`src/cfg_header_pkg.sv`:
```
// constants for the configuration header register bank
// assumes config-cycle dword offsets arrive as byte addresses
package cfg_header_pkg;
    // register byte offsets
    localparam logic [7:0] OFF_IDENTITY   = 8'h00;
    localparam logic [7:0] OFF_CMD_STATUS = 8'h04;
    localparam logic [7:0] OFF_LAT_INT    = 8'h3c;
    // function carried on config address bits 10:8
    localparam int         FUNC_LO        = 8;
    localparam int         FUNC_HI        = 10;
    localparam logic [2:0] NATIVE_FUNC    = 3'h1;
    // latency_interrupt_cfg fields
    localparam int         LAT_LIMIT_LO   = 24;
    localparam int         MIN_GRANT_LO   = 16;
    localparam int         INT_PIN_LO     = 8;
    localparam logic [7:0] INT_PIN_INTA   = 8'h01;
    localparam logic [7:0] INT_LINE_RESET = 8'hff;
    localparam logic [7:0] INT_LINE_MAXIRQ = 8'h0f;
    // identity fields
    localparam int         CHIP_LO        = 19;
    localparam int         FUNC_FIELD_LO  = 16;
    // command bits
    localparam int         CMD_IO         = 0;
    localparam int         CMD_MEM        = 1;
    localparam int         CMD_MASTER     = 2;
    localparam int         CMD_LINE_WRITE = 4;
    localparam int         CMD_SERR_EN    = 8;
    localparam logic [15:0] CMD_WRITE_MASK = 16'h0117;
    localparam logic [15:0] CMD_RESET      = 16'h0000;
    // status bits
    localparam int         STS_TGT_ABORT  = 28;
    localparam int         STS_MST_ABORT  = 29;
    localparam int         STS_SERR       = 30;
    localparam int         STS_SEL_LO     = 25;
    localparam logic [1:0] SEL_SPEED_FAST = 2'h0;
    localparam logic [31:0] ZERO_WORD     = 32'h0000_0000;
endpackage

```
`src/flag_if.sv`:
```
// carrier between the bank and one sticky status flag
// assumes a single clock domain shared by both ends
`timescale 1ns/1ps
interface flag_if;
    logic set;
    logic clear;
    logic value;
    modport keeper (input set, input clear, output value);
    modport user   (output set, output clear, input value);
endinterface // flag_if

```
`src/cfg_header_regs.sv`:
```
// configuration header bank: latency/interrupt dword and native identity,
// command and status dwords, plus target select timing
// assumes config cycles arrive one per request, synchronous to clock_in
`timescale 1ns/1ps

// Behaviour
// (RQ1) latency limit read-only, zero for emulation function
// (RQ2) minimum grant read-only, zero for emulation function
// (RQ3) interrupt pin reads one, meaning INTA
// (RQ4) interrupt line writable, resets to 0xFF
// (RQ5) line 0..0xF are IRQs, 0xFF unconnected
// (RQ6) boot software writes line; device only stores
// (RQ7) chip number field read-only fixed value
// (RQ8) function field echoes config address bits 10:8
// (RQ9) low identity half is read-only maker code
// (RQ10) status bit 30 set when error driven
// (RQ11) bit 29 master abort, write one clears
// (RQ12) bit 28 target abort, write one clears
// (RQ13) select speed field reads fast, 00
// (RQ14) fast select, medium select on retry
// (RQ15) command bit 8 gates error driver
// (RQ16) command bit 2 allows bus mastering
// (RQ17) command bit 1 enables memory response
// (RQ18) read-only writes ignored, reserved read zero
module cfg_header_regs #(
    parameter logic [12:0] CHIP_NUMBER   = 13'h0abc, // arbitrary value
    parameter logic [15:0] MAKER_CODE    = 16'h5a5a, // arbitrary value
    parameter logic [7:0]  LATENCY_LIMIT = 8'h00,
    parameter logic [7:0]  MIN_GRANT     = 8'h00
) (
    input  wire logic        clock_in,
    input  wire logic        reset_n_in,
    input  wire logic        cfg_valid_in,
    input  wire logic        cfg_write_in,
    input  wire logic [10:0] cfg_addr_in,
    input  wire logic [3:0]  cfg_be_in,
    input  wire logic [31:0] cfg_wdata_in,
    input  wire logic        serr_request_in,
    input  wire logic        master_abort_in,
    input  wire logic        special_cycle_in,
    input  wire logic        target_abort_in,
    input  wire logic        target_hit_in,
    input  wire logic        retry_in,
    output logic             cfg_ack_out,
    output logic [31:0]      cfg_rdata_out,
    output logic             serr_n_out,
    output logic             serr_oe_n_out,
    output logic             devsel_n_out,
    output logic             io_space_allow_out,
    output logic             mem_space_allow_out,
    output logic             bus_master_allow_out,
    output logic             line_write_cmd_allow_out
);
    import cfg_header_pkg::*;

    // ****************************************************************
    // decode
    // ****************************************************************
    logic [15:0] command;
    logic [7:0]  int_line;
    logic        retry_pend;
    logic [2:0]  func;
    logic        is_native;
    logic        rd_req;
    logic        wr_req;
    logic        hit_id;
    logic        hit_cs;
    logic        hit_li;
    logic        serr_drive;
    logic [15:0] cmd_wr_val;
    logic [15:0] next_command;
    logic [7:0]  next_int_line;
    logic [31:0] word_id;
    logic [31:0] word_cs;
    logic [31:0] word_li;
    logic [31:0] next_rdata;
    logic        fast_sel;
    logic        next_devsel_n;

    // other functions see only the shared latency_interrupt_cfg dword
    assign func      = cfg_addr_in[FUNC_HI:FUNC_LO];
    assign is_native = (func == NATIVE_FUNC);
    assign rd_req    = cfg_valid_in & ~cfg_write_in;
    assign wr_req    = cfg_valid_in & cfg_write_in;
    assign hit_id    = is_native & ({cfg_addr_in[7:2], 2'b00} == OFF_IDENTITY);
    assign hit_cs    = is_native & ({cfg_addr_in[7:2], 2'b00} == OFF_CMD_STATUS);
    assign hit_li    = ({cfg_addr_in[7:2], 2'b00} == OFF_LAT_INT);

    // ****************************************************************
    // status flags
    // ****************************************************************
    flag_if serr_flag ();
    flag_if mst_flag ();
    flag_if tgt_flag ();

    // driver only fires when software enabled it
    assign serr_drive      = serr_request_in & command[CMD_SERR_EN];    // see RQ15
    assign serr_flag.set   = serr_drive;                                // see RQ10
    assign mst_flag.set    = master_abort_in & ~special_cycle_in;       // see RQ11
    assign tgt_flag.set    = target_abort_in;                           // see RQ12
    // clears use the upper status byte lane only
    assign serr_flag.clear = wr_req & hit_cs & cfg_be_in[3] & cfg_wdata_in[STS_SERR];
    assign mst_flag.clear  = wr_req & hit_cs & cfg_be_in[3] & cfg_wdata_in[STS_MST_ABORT];
    assign tgt_flag.clear  = wr_req & hit_cs & cfg_be_in[3] & cfg_wdata_in[STS_TGT_ABORT];

    sticky_flag u_serr_flag (
        .clock_in   (clock_in),
        .reset_n_in (reset_n_in),
        .port       (serr_flag.keeper)
    );
    sticky_flag u_mst_flag (
        .clock_in   (clock_in),
        .reset_n_in (reset_n_in),
        .port       (mst_flag.keeper)
    );
    sticky_flag u_tgt_flag (
        .clock_in   (clock_in),
        .reset_n_in (reset_n_in),
        .port       (tgt_flag.keeper)
    );

    // ****************************************************************
    // writes
    // ****************************************************************
    // reserved command bits stay zero whatever is written
    assign cmd_wr_val = {cfg_be_in[1] ? cfg_wdata_in[15:8] : command[15:8],
                         cfg_be_in[0] ? cfg_wdata_in[7:0] : command[7:0]};
    assign next_command  = (wr_req & hit_cs) ? (cmd_wr_val & CMD_WRITE_MASK)
                                             : command;           // see RQ18
    // any byte value is stored, the line is only a note for software
    assign next_int_line = (wr_req & hit_li & cfg_be_in[0]) ? cfg_wdata_in[7:0]
                                                            : int_line; // see RQ4 see RQ6

    always_ff @(posedge clock_in or negedge reset_n_in) begin
        if (!reset_n_in) begin
            command  <= CMD_RESET;
            int_line <= INT_LINE_RESET;                            // see RQ4
        end else begin
            command  <= next_command;
            int_line <= next_int_line;
        end
    end

    // ****************************************************************
    // read data
    // ****************************************************************
    assign word_id = {CHIP_NUMBER, func, MAKER_CODE};              // see RQ7 see RQ8 see RQ9
    assign word_cs = {1'b0, serr_flag.value, mst_flag.value, tgt_flag.value, 1'b0,
                      SEL_SPEED_FAST, 9'h000, command};            // see RQ13 see RQ18
    assign word_li = {is_native ? LATENCY_LIMIT : 8'h00,           // see RQ1
                      is_native ? MIN_GRANT : 8'h00,               // see RQ2
                      INT_PIN_INTA, int_line};                     // see RQ3 see RQ5
    assign next_rdata = !rd_req ? ZERO_WORD :
                        hit_id  ? word_id :
                        hit_cs  ? word_cs :
                        hit_li  ? word_li : ZERO_WORD;             // see RQ18

    // answer one cycle after the request edge
    always_ff @(posedge clock_in or negedge reset_n_in) begin
        if (!reset_n_in) begin
            cfg_ack_out   <= 1'b0;
            cfg_rdata_out <= ZERO_WORD;
        end else begin
            cfg_ack_out   <= cfg_valid_in;
            cfg_rdata_out <= next_rdata;
        end
    end

    // ****************************************************************
    // target select timing and pin drivers
    // ****************************************************************
    // retry costs one more cycle so it reports as medium
    assign fast_sel      = target_hit_in & command[CMD_MEM] & ~retry_in;     // see RQ14 see RQ17
    assign next_devsel_n = ~(fast_sel | retry_pend);

    always_ff @(posedge clock_in or negedge reset_n_in) begin
        if (!reset_n_in) begin
            retry_pend               <= 1'b0;
            devsel_n_out             <= 1'b1;
            serr_n_out               <= 1'b1;
            serr_oe_n_out            <= 1'b1;
            io_space_allow_out       <= 1'b0;
            mem_space_allow_out      <= 1'b0;
            bus_master_allow_out     <= 1'b0;
            line_write_cmd_allow_out <= 1'b0;
        end else begin
            retry_pend               <= target_hit_in & command[CMD_MEM] & retry_in;
            devsel_n_out             <= next_devsel_n;
            serr_n_out               <= ~serr_drive;
            serr_oe_n_out            <= ~serr_drive;                  // see RQ15
            io_space_allow_out       <= command[CMD_IO];
            mem_space_allow_out      <= command[CMD_MEM];             // see RQ17
            bus_master_allow_out     <= command[CMD_MASTER];          // see RQ16
            line_write_cmd_allow_out <= command[CMD_LINE_WRITE];
        end
    end
endmodule // cfg_header_regs

```
`src/sticky_flag.sv`:
```
// one sticky status flag, cleared by writing one
// assumes set and clear are synchronous single-cycle levels
`timescale 1ns/1ps
module sticky_flag (
    input  wire logic  clock_in,
    input  wire logic  reset_n_in,
    flag_if.keeper     port
);
    logic next_value;

    // set beats clear so a same-cycle event is not lost
    assign next_value = port.set | (port.value & ~port.clear);

    // flag storage
    always_ff @(posedge clock_in or negedge reset_n_in) begin
        if (!reset_n_in) begin
            port.value <= 1'b0;
        end else begin
            port.value <= next_value;
        end
    end
endmodule // sticky_flag

```
`config.mk`:
```
export PLATFORM = sky130hd
export DESIGN_NAME = cfg_header_regs
export DESIGN_NICKNAME = d
export VERILOG_FILES = /design/src/cfg_header_pkg.sv /design/src/flag_if.sv /design/src/cfg_header_regs.sv /design/src/sticky_flag.sv
export SDC_FILE = /design/constraint.sdc
export NUM_CORES = 1
export LEC_CHECK = 0
export ABC_CLOCK_PERIOD_IN_PS = 800
export BUFFER_PORTS_ARGS = -buffer_cell sky130_fd_sc_hd__clkbuf_2
export CAP_MARGIN = 10
export CORE_UTILIZATION = 39
export CTS_CLUSTER_DIAMETER = 100
export DETAILED_ROUTE_END_ITERATION = 8
export GPL_ROUTABILITY_DRIVEN = 0
export PLACE_DENSITY = 0.72
export SLEW_MARGIN = 20
export SYNTH_ARGS = -nofsm -noshare
export SYNTH_HDL_FRONTEND = slang
export SYNTH_SLANG_ARGS = --single-unit
export TNS_END_PERCENT = 50
```
`constraint.sdc`:
```
create_clock -name clock_in -period 0.8 [get_ports clock_in]
set_clock_uncertainty 0.05 [all_clocks]
set_input_delay 0.2 -clock clock_in [delete_from_list [all_inputs] [get_ports clock_in]]
set_output_delay 0.2 -clock clock_in [all_outputs]
set_load 0.1 [all_outputs]
```
**Word-level counts from Yosys, hierarchy flattened**

Cells that the tools add are included.

- Flip-flop bits (word level): 55
- Input bits: 57
- Output and inout bits: 40
- Word-level logic and storage cells: 56

- Eq/ne operators: 3
- Mux-type cells: 4
- Bitwise operators: 31
- Reduce and logical (&&, ||, !) cells: 3

Operators by type and width:

| cell | number |
|---|---|
| $mux 31 | 3 |
| $and 1x1->1 | 19 |
| $mux 9 | 1 |
| $not 1->1 | 8 |
| $eq 6x1->1 const B | 1 |
| $eq 6x4->1 const B | 1 |
| $logic_not 6->1 | 1 |
| $or 1x1->1 | 4 |
| $reduce_and 2->1 | 2 |
| $eq 3x1->1 const B | 1 |

**Depth between registers and ports, before layout**

- Word-level depth: 8
- Mapped depth: 5
- Depth with buffers taken out: 3

**Modules after synthesis**

Synthesis repeated with hierarchy kept, for this count alone.

- Cell total of the unflattened synthesis: 124
- Area, all modules: 1,660.3 um^2

Modules (own cells, without submodules):

| module | instances | cells an instance | area an instance (um^2) |
|---|---|---|---|
| cfg_header_regs | 1 | 115 | 1,551.5 |
| sticky_flag | 3 | 3 | 36.3 |

**Least setup slack after synthesis**

No wires, ideal clock.

- Path kind: reg2out
- From: register, netlist name cfg_rdata_out[26]
- To: output cfg_rdata_out[11]
- Arrival: 1.440 ns
- Setup slack: -0.890 ns
- Stages on the path, launching flop included: 2
- Path buffers: 1
- Cell sequence: dfrtp_1 -> buf_4

RTL lines:

| element | RTL line | source |
|---|---|---|
| end: declaration | cfg_header_regs.sv:45 | `output logic [31:0] cfg_rdata_out,` |

**Worst setup path in the final report**

- From: input cfg_addr_in[10]
- To: register u_tgt_flag.port.value

- Longest elaborated chain between the ends: 8

Ends and longest elaborated chain:

| element | RTL line | source |
|---|---|---|
| start: declaration | cfg_header_regs.sv:35 | `input wire logic [10:0] cfg_addr_in,` |
| $eq 3x1->1 | cfg_header_regs.sv:82 | `assign is_native = (func == NATIVE_FUNC);` |
| $and 1x1->1 | cfg_header_regs.sv:86 | `assign hit_cs = is_native & ({cfg_addr_in[7:2], 2'b00} == OFF_CMD_STATUS);` |
| $and 1x1->1 (3 in series) | cfg_header_regs.sv:104 | `assign tgt_flag.clear = wr_req & hit_cs & cfg_be_in[3] & cfg_wdata_in[STS_TGT_ABORT];` |
| $not 1->1 | sticky_flag.sv:12 | `assign next_value = port.set \| (port.value & ~port.clear);` |
| $and 1x1->1 | sticky_flag.sv:12 |  |
| $or 1x1->1 | sticky_flag.sv:12 |  |
| named net u_tgt_flag.next_value | sticky_flag.sv:9 | `logic next_value;` |
| end signal: assignment | sticky_flag.sv:19 | `port.value <= next_value;` |
| end: declaration | flag_if.sv:8 | `modport keeper (input set, input clear, output value);` |

The timed path passes the listed nets, and every way through them passes these cells.
A chain may end at the register's enable or synchronous reset.

==> flow_summary.yaml <==
synth:
  syn_area_per_cell_um2: 12.22
  synth_top_area_frac: 0.4484
  synth-seq-area-share: 0.6054
  synthCells: 137
  ys_types: 31
  yosysWarnings: 0
  ys_ff_latch: 40
  syn-cell-area_um2: 1674
  yosys.area.top_type: "dfrtp_1"
  yosys-top-cells-area: "dfrtp_1 (45%), dfstp_2 (16%), mux2_2 (8.7%)"
setup_path:
  critPathCapture: "u_tgt_flag.port.value"
  cp_max_fo: 3
  crit_path_end_kind: "flip-flop"
  crit_path_start_kind: "input pin"
  required_ns: 0.93
  arrival_ns: 1.52
  path_class: "input pin to flip-flop"
  critPathLaunch: "cfg_addr_in[10]"
  r2r_slack_ns: -0.15
  r2r_cells: 2
  r2r_end: "cfg_rdata_out[2]"
  r2r_start: "int_line[2]"
power:
  cellPowerDensity_nw_per_um2: 1452
  sequentialPowerShare: 0.458
  combPwrFrac: 0.161
  p_leak_uw: 0.001468
  switching_share: 0.2637
  clock_power_share: 0.381
  power.internal_uw: 3361
  peakVddDrop_uv: 1089
  switchingPower_uw: 1204
layout:
  antenna_cells: 0
  multi_input_area_um2: 724.4
  syn2layout_area_growth_pct: 87.82
  seq_area_um2: 1021
  drive_above_1_share: 0.6751
  nFillCells: 215
  fin_util: 0.7749
  nNetsFinal: 293
run:
  cap_violations: 0
route:
  dr_wl_met3_um: 295
  wl_per_cell_um: 16.87
  wirelength_mm: 4.842
  drc_errors: 0
  dr_wl_met2_mm: 2.653
  viasPerCell: 5.139
  firstDrtPassIters: 4
  via_count: 1475
  drt-initial-drc-count: 29
  drt-met1-wl_mm: 1.809
  detail-route-antenna-nets: 0
  maxUsedRoutingLayer: "met4"
timing:
  slew_violations: 0
  min_period_over_period: 1.729
  setup_viol: 63
  min_period_ns: 1.383
  finalSetupTns_ns: -23.37
  whs_ns: 0.02074
  fin_ws_ns: -0.5832
  hold_viol: 0
  fmaxAchievable_ghz: 0.7230
  rsz0062_at_grt: "true"
run_status:
  failed_checks: "negative setup slack"
  status: "complete, but fails checks"
global_route:
  grt_max_degree: 41
  first_global_vias: 1442
  grtUsageTotal: 0.2093
  grt_pass1_wl_mm: 6.727
  grt-ovfl-total: 0
  antenna_found_initial: 0
floorplanning:
  die_h_um: 67.52
  io_pins: 97
  rows: 23
  core_um2: 4058
  initial_utilization: 0.4126
  dieArea_um2: 4558
  chipWidth_um: 67.52
worst_hold_path:
  min_path_type: "input pin to flip-flop"
clocking:
  clock_path_buffers: 2
  h-tree-depth: 2
  clkTransAtPathRegs_ns: 0.08
  root_buffer: "clkbuf_8"
  cts_tree: "done"
  cts_made_buffers: 5
  cts_sinks: 40
  clk_latency_ns: 0.30
placement:
  port_buffers: 65
  hpwl_mm: 2.947
## stage by stage
stage / total power, µW / std cells / setup slack (ns) / instance area [µm²]
finish: 4565 / 287 / -0.5832 / 3144
global route: 4706 / 287 / -0.5853 / 3144
CTS: 4506 / 284 / -0.5782 / 3015
detailed placement: 2768 / 269 / -0.8895 / 2726
global placement: 2756 / 269 / -0.8556 / 2726
floorplan: 2486 / 146 / -0.7581 / 1896
## layer usage
layer	GRT usage	vias up
li1	-	654
met5	0	-
met3	0.07095	11
met4	0.07713	0
met1	0.2374	742
met2	0.3614	68
## registers in the layout, summed over array words and instances (netlist names)
name	cells
serr_n_out	1
int_line	8
cfg_ack_out	1
cfg_rdata_out	16
mem_space_allow_out	1
line_write_cmd_allow_out	1
retry_pend	1
io_space_allow_out	1
command	5
bus_master_allow_out	1
u_mst_flag.port.value	1
u_serr_flag.port.value	1
devsel_n_out	1
u_tgt_flag.port.value	1
## cell usage after synthesis
library cell,n
nor2b_1,1
dfrtp_1,30
nor3_1,1
a21o_1,1
a31oi_1,1
clkbuf_1,2
or3_2,1
nand2b_1,3
o21ai_0,2
and4_1,1
nand4_1,3
a21oi_1,7
nand3_1,12
or4_4,1
conb_1,1
mux2_2,13
or4_1,1
nand2_1,6
nor4_2,1
and2_1,1
nor4b_2,1
dfstp_2,10
o41ai_1,1
inv_1,4
nor2_1,4
a211oi_1,2
buf_2,1
and3_1,6
buf_4,17
nor4_1,1
or4b_4,1
## power groups by stage
stage | logic [µW] | registers [µW] | clock network [µW]
6_report | 734 | 2090 | 1740
3_5_place_dp | 639 | 2130 | 0
3_3_place_gp | 629 | 2130 | 0
2_1_floorplan | 291 | 2200 | 0
5_1_grt | 770 | 2090 | 1840
4_1_cts | 677 | 2090 | 1740
## what timing repair did
action | 4_1_cts | 5_1_grt
hold buffers | 1 | 0
endpoints found under the hold margin | 30 | 0
gates resized for setup | 22 | 27
setup buffers | 6 | 6
pin swaps | 10 | 7
setup endpoints to repair | 64 | 64
## critical path, cell delays in order
cell	delay, ns
buf_6	0.09
or4b_4	0.54
or4_4	0.52
a21o_1	0.16
## final cells by class
cell class                      count  area share
Timing Repair Buffer              103      0.3816
Clock inverter                      2     0.01234
Sequential cell                    40      0.3247
Tap cell                           50     0.01990
Multi-Input combinational cell     82      0.2304
Clock buffer                        6     0.02626
Inverter                            4    0.004775
## layout by cell type (no fill, tap or decap), types with 2 or more instances in the layout
cell,instances
o21ai_1,2
mux2_2,4
buf_12,34
nor4_4,2
a211oi_2,2
nand2_1,6
and3_4,2
a21oi_2,6
inv_1,4
buf_4,20
nand2b_1,3
nand3_2,2
dfrtp_1,29
conb_1,10
or4_4,2
nand4_1,3
dfstp_2,9
nand3_1,9
and3_1,4
clkbuf_8,6
buf_6,17
clkbuf_2,29
nor2_2,2
mux2_4,9
## worst min path at each step
stage | start | to | slack [ns] | cells after the start
after CTS | serr_request_in | serr_n_out | 0.003 | 2
after detailed placement | reset_n_in | u_tgt_flag.port.value | 0.14 | 2
final | serr_request_in | serr_n_out | 0.02 | 2
after global placement | reset_n_in | u_mst_flag.port.value | 0.13 | 2
after floorplan | reset_n_in | bus_master_allow_out | -0.15 | 0
after global routing | serr_request_in | serr_n_out | 0.01 | 2
## logic make-up (layout without fill, tap and decap cells)
kind of cell,after synthesis,in the layout,synth area share
AO/OA/AOI/OAI,14,14,0.04933
buffers and inverters,24,115,0.09267
flip-flops,40,40,0.6054
multiplexers,13,13,0.08744
other,1,10,0.002240
AND/OR/NAND/NOR,45,45,0.1629
Note: power is estimated with default switching activity, not from simulation.
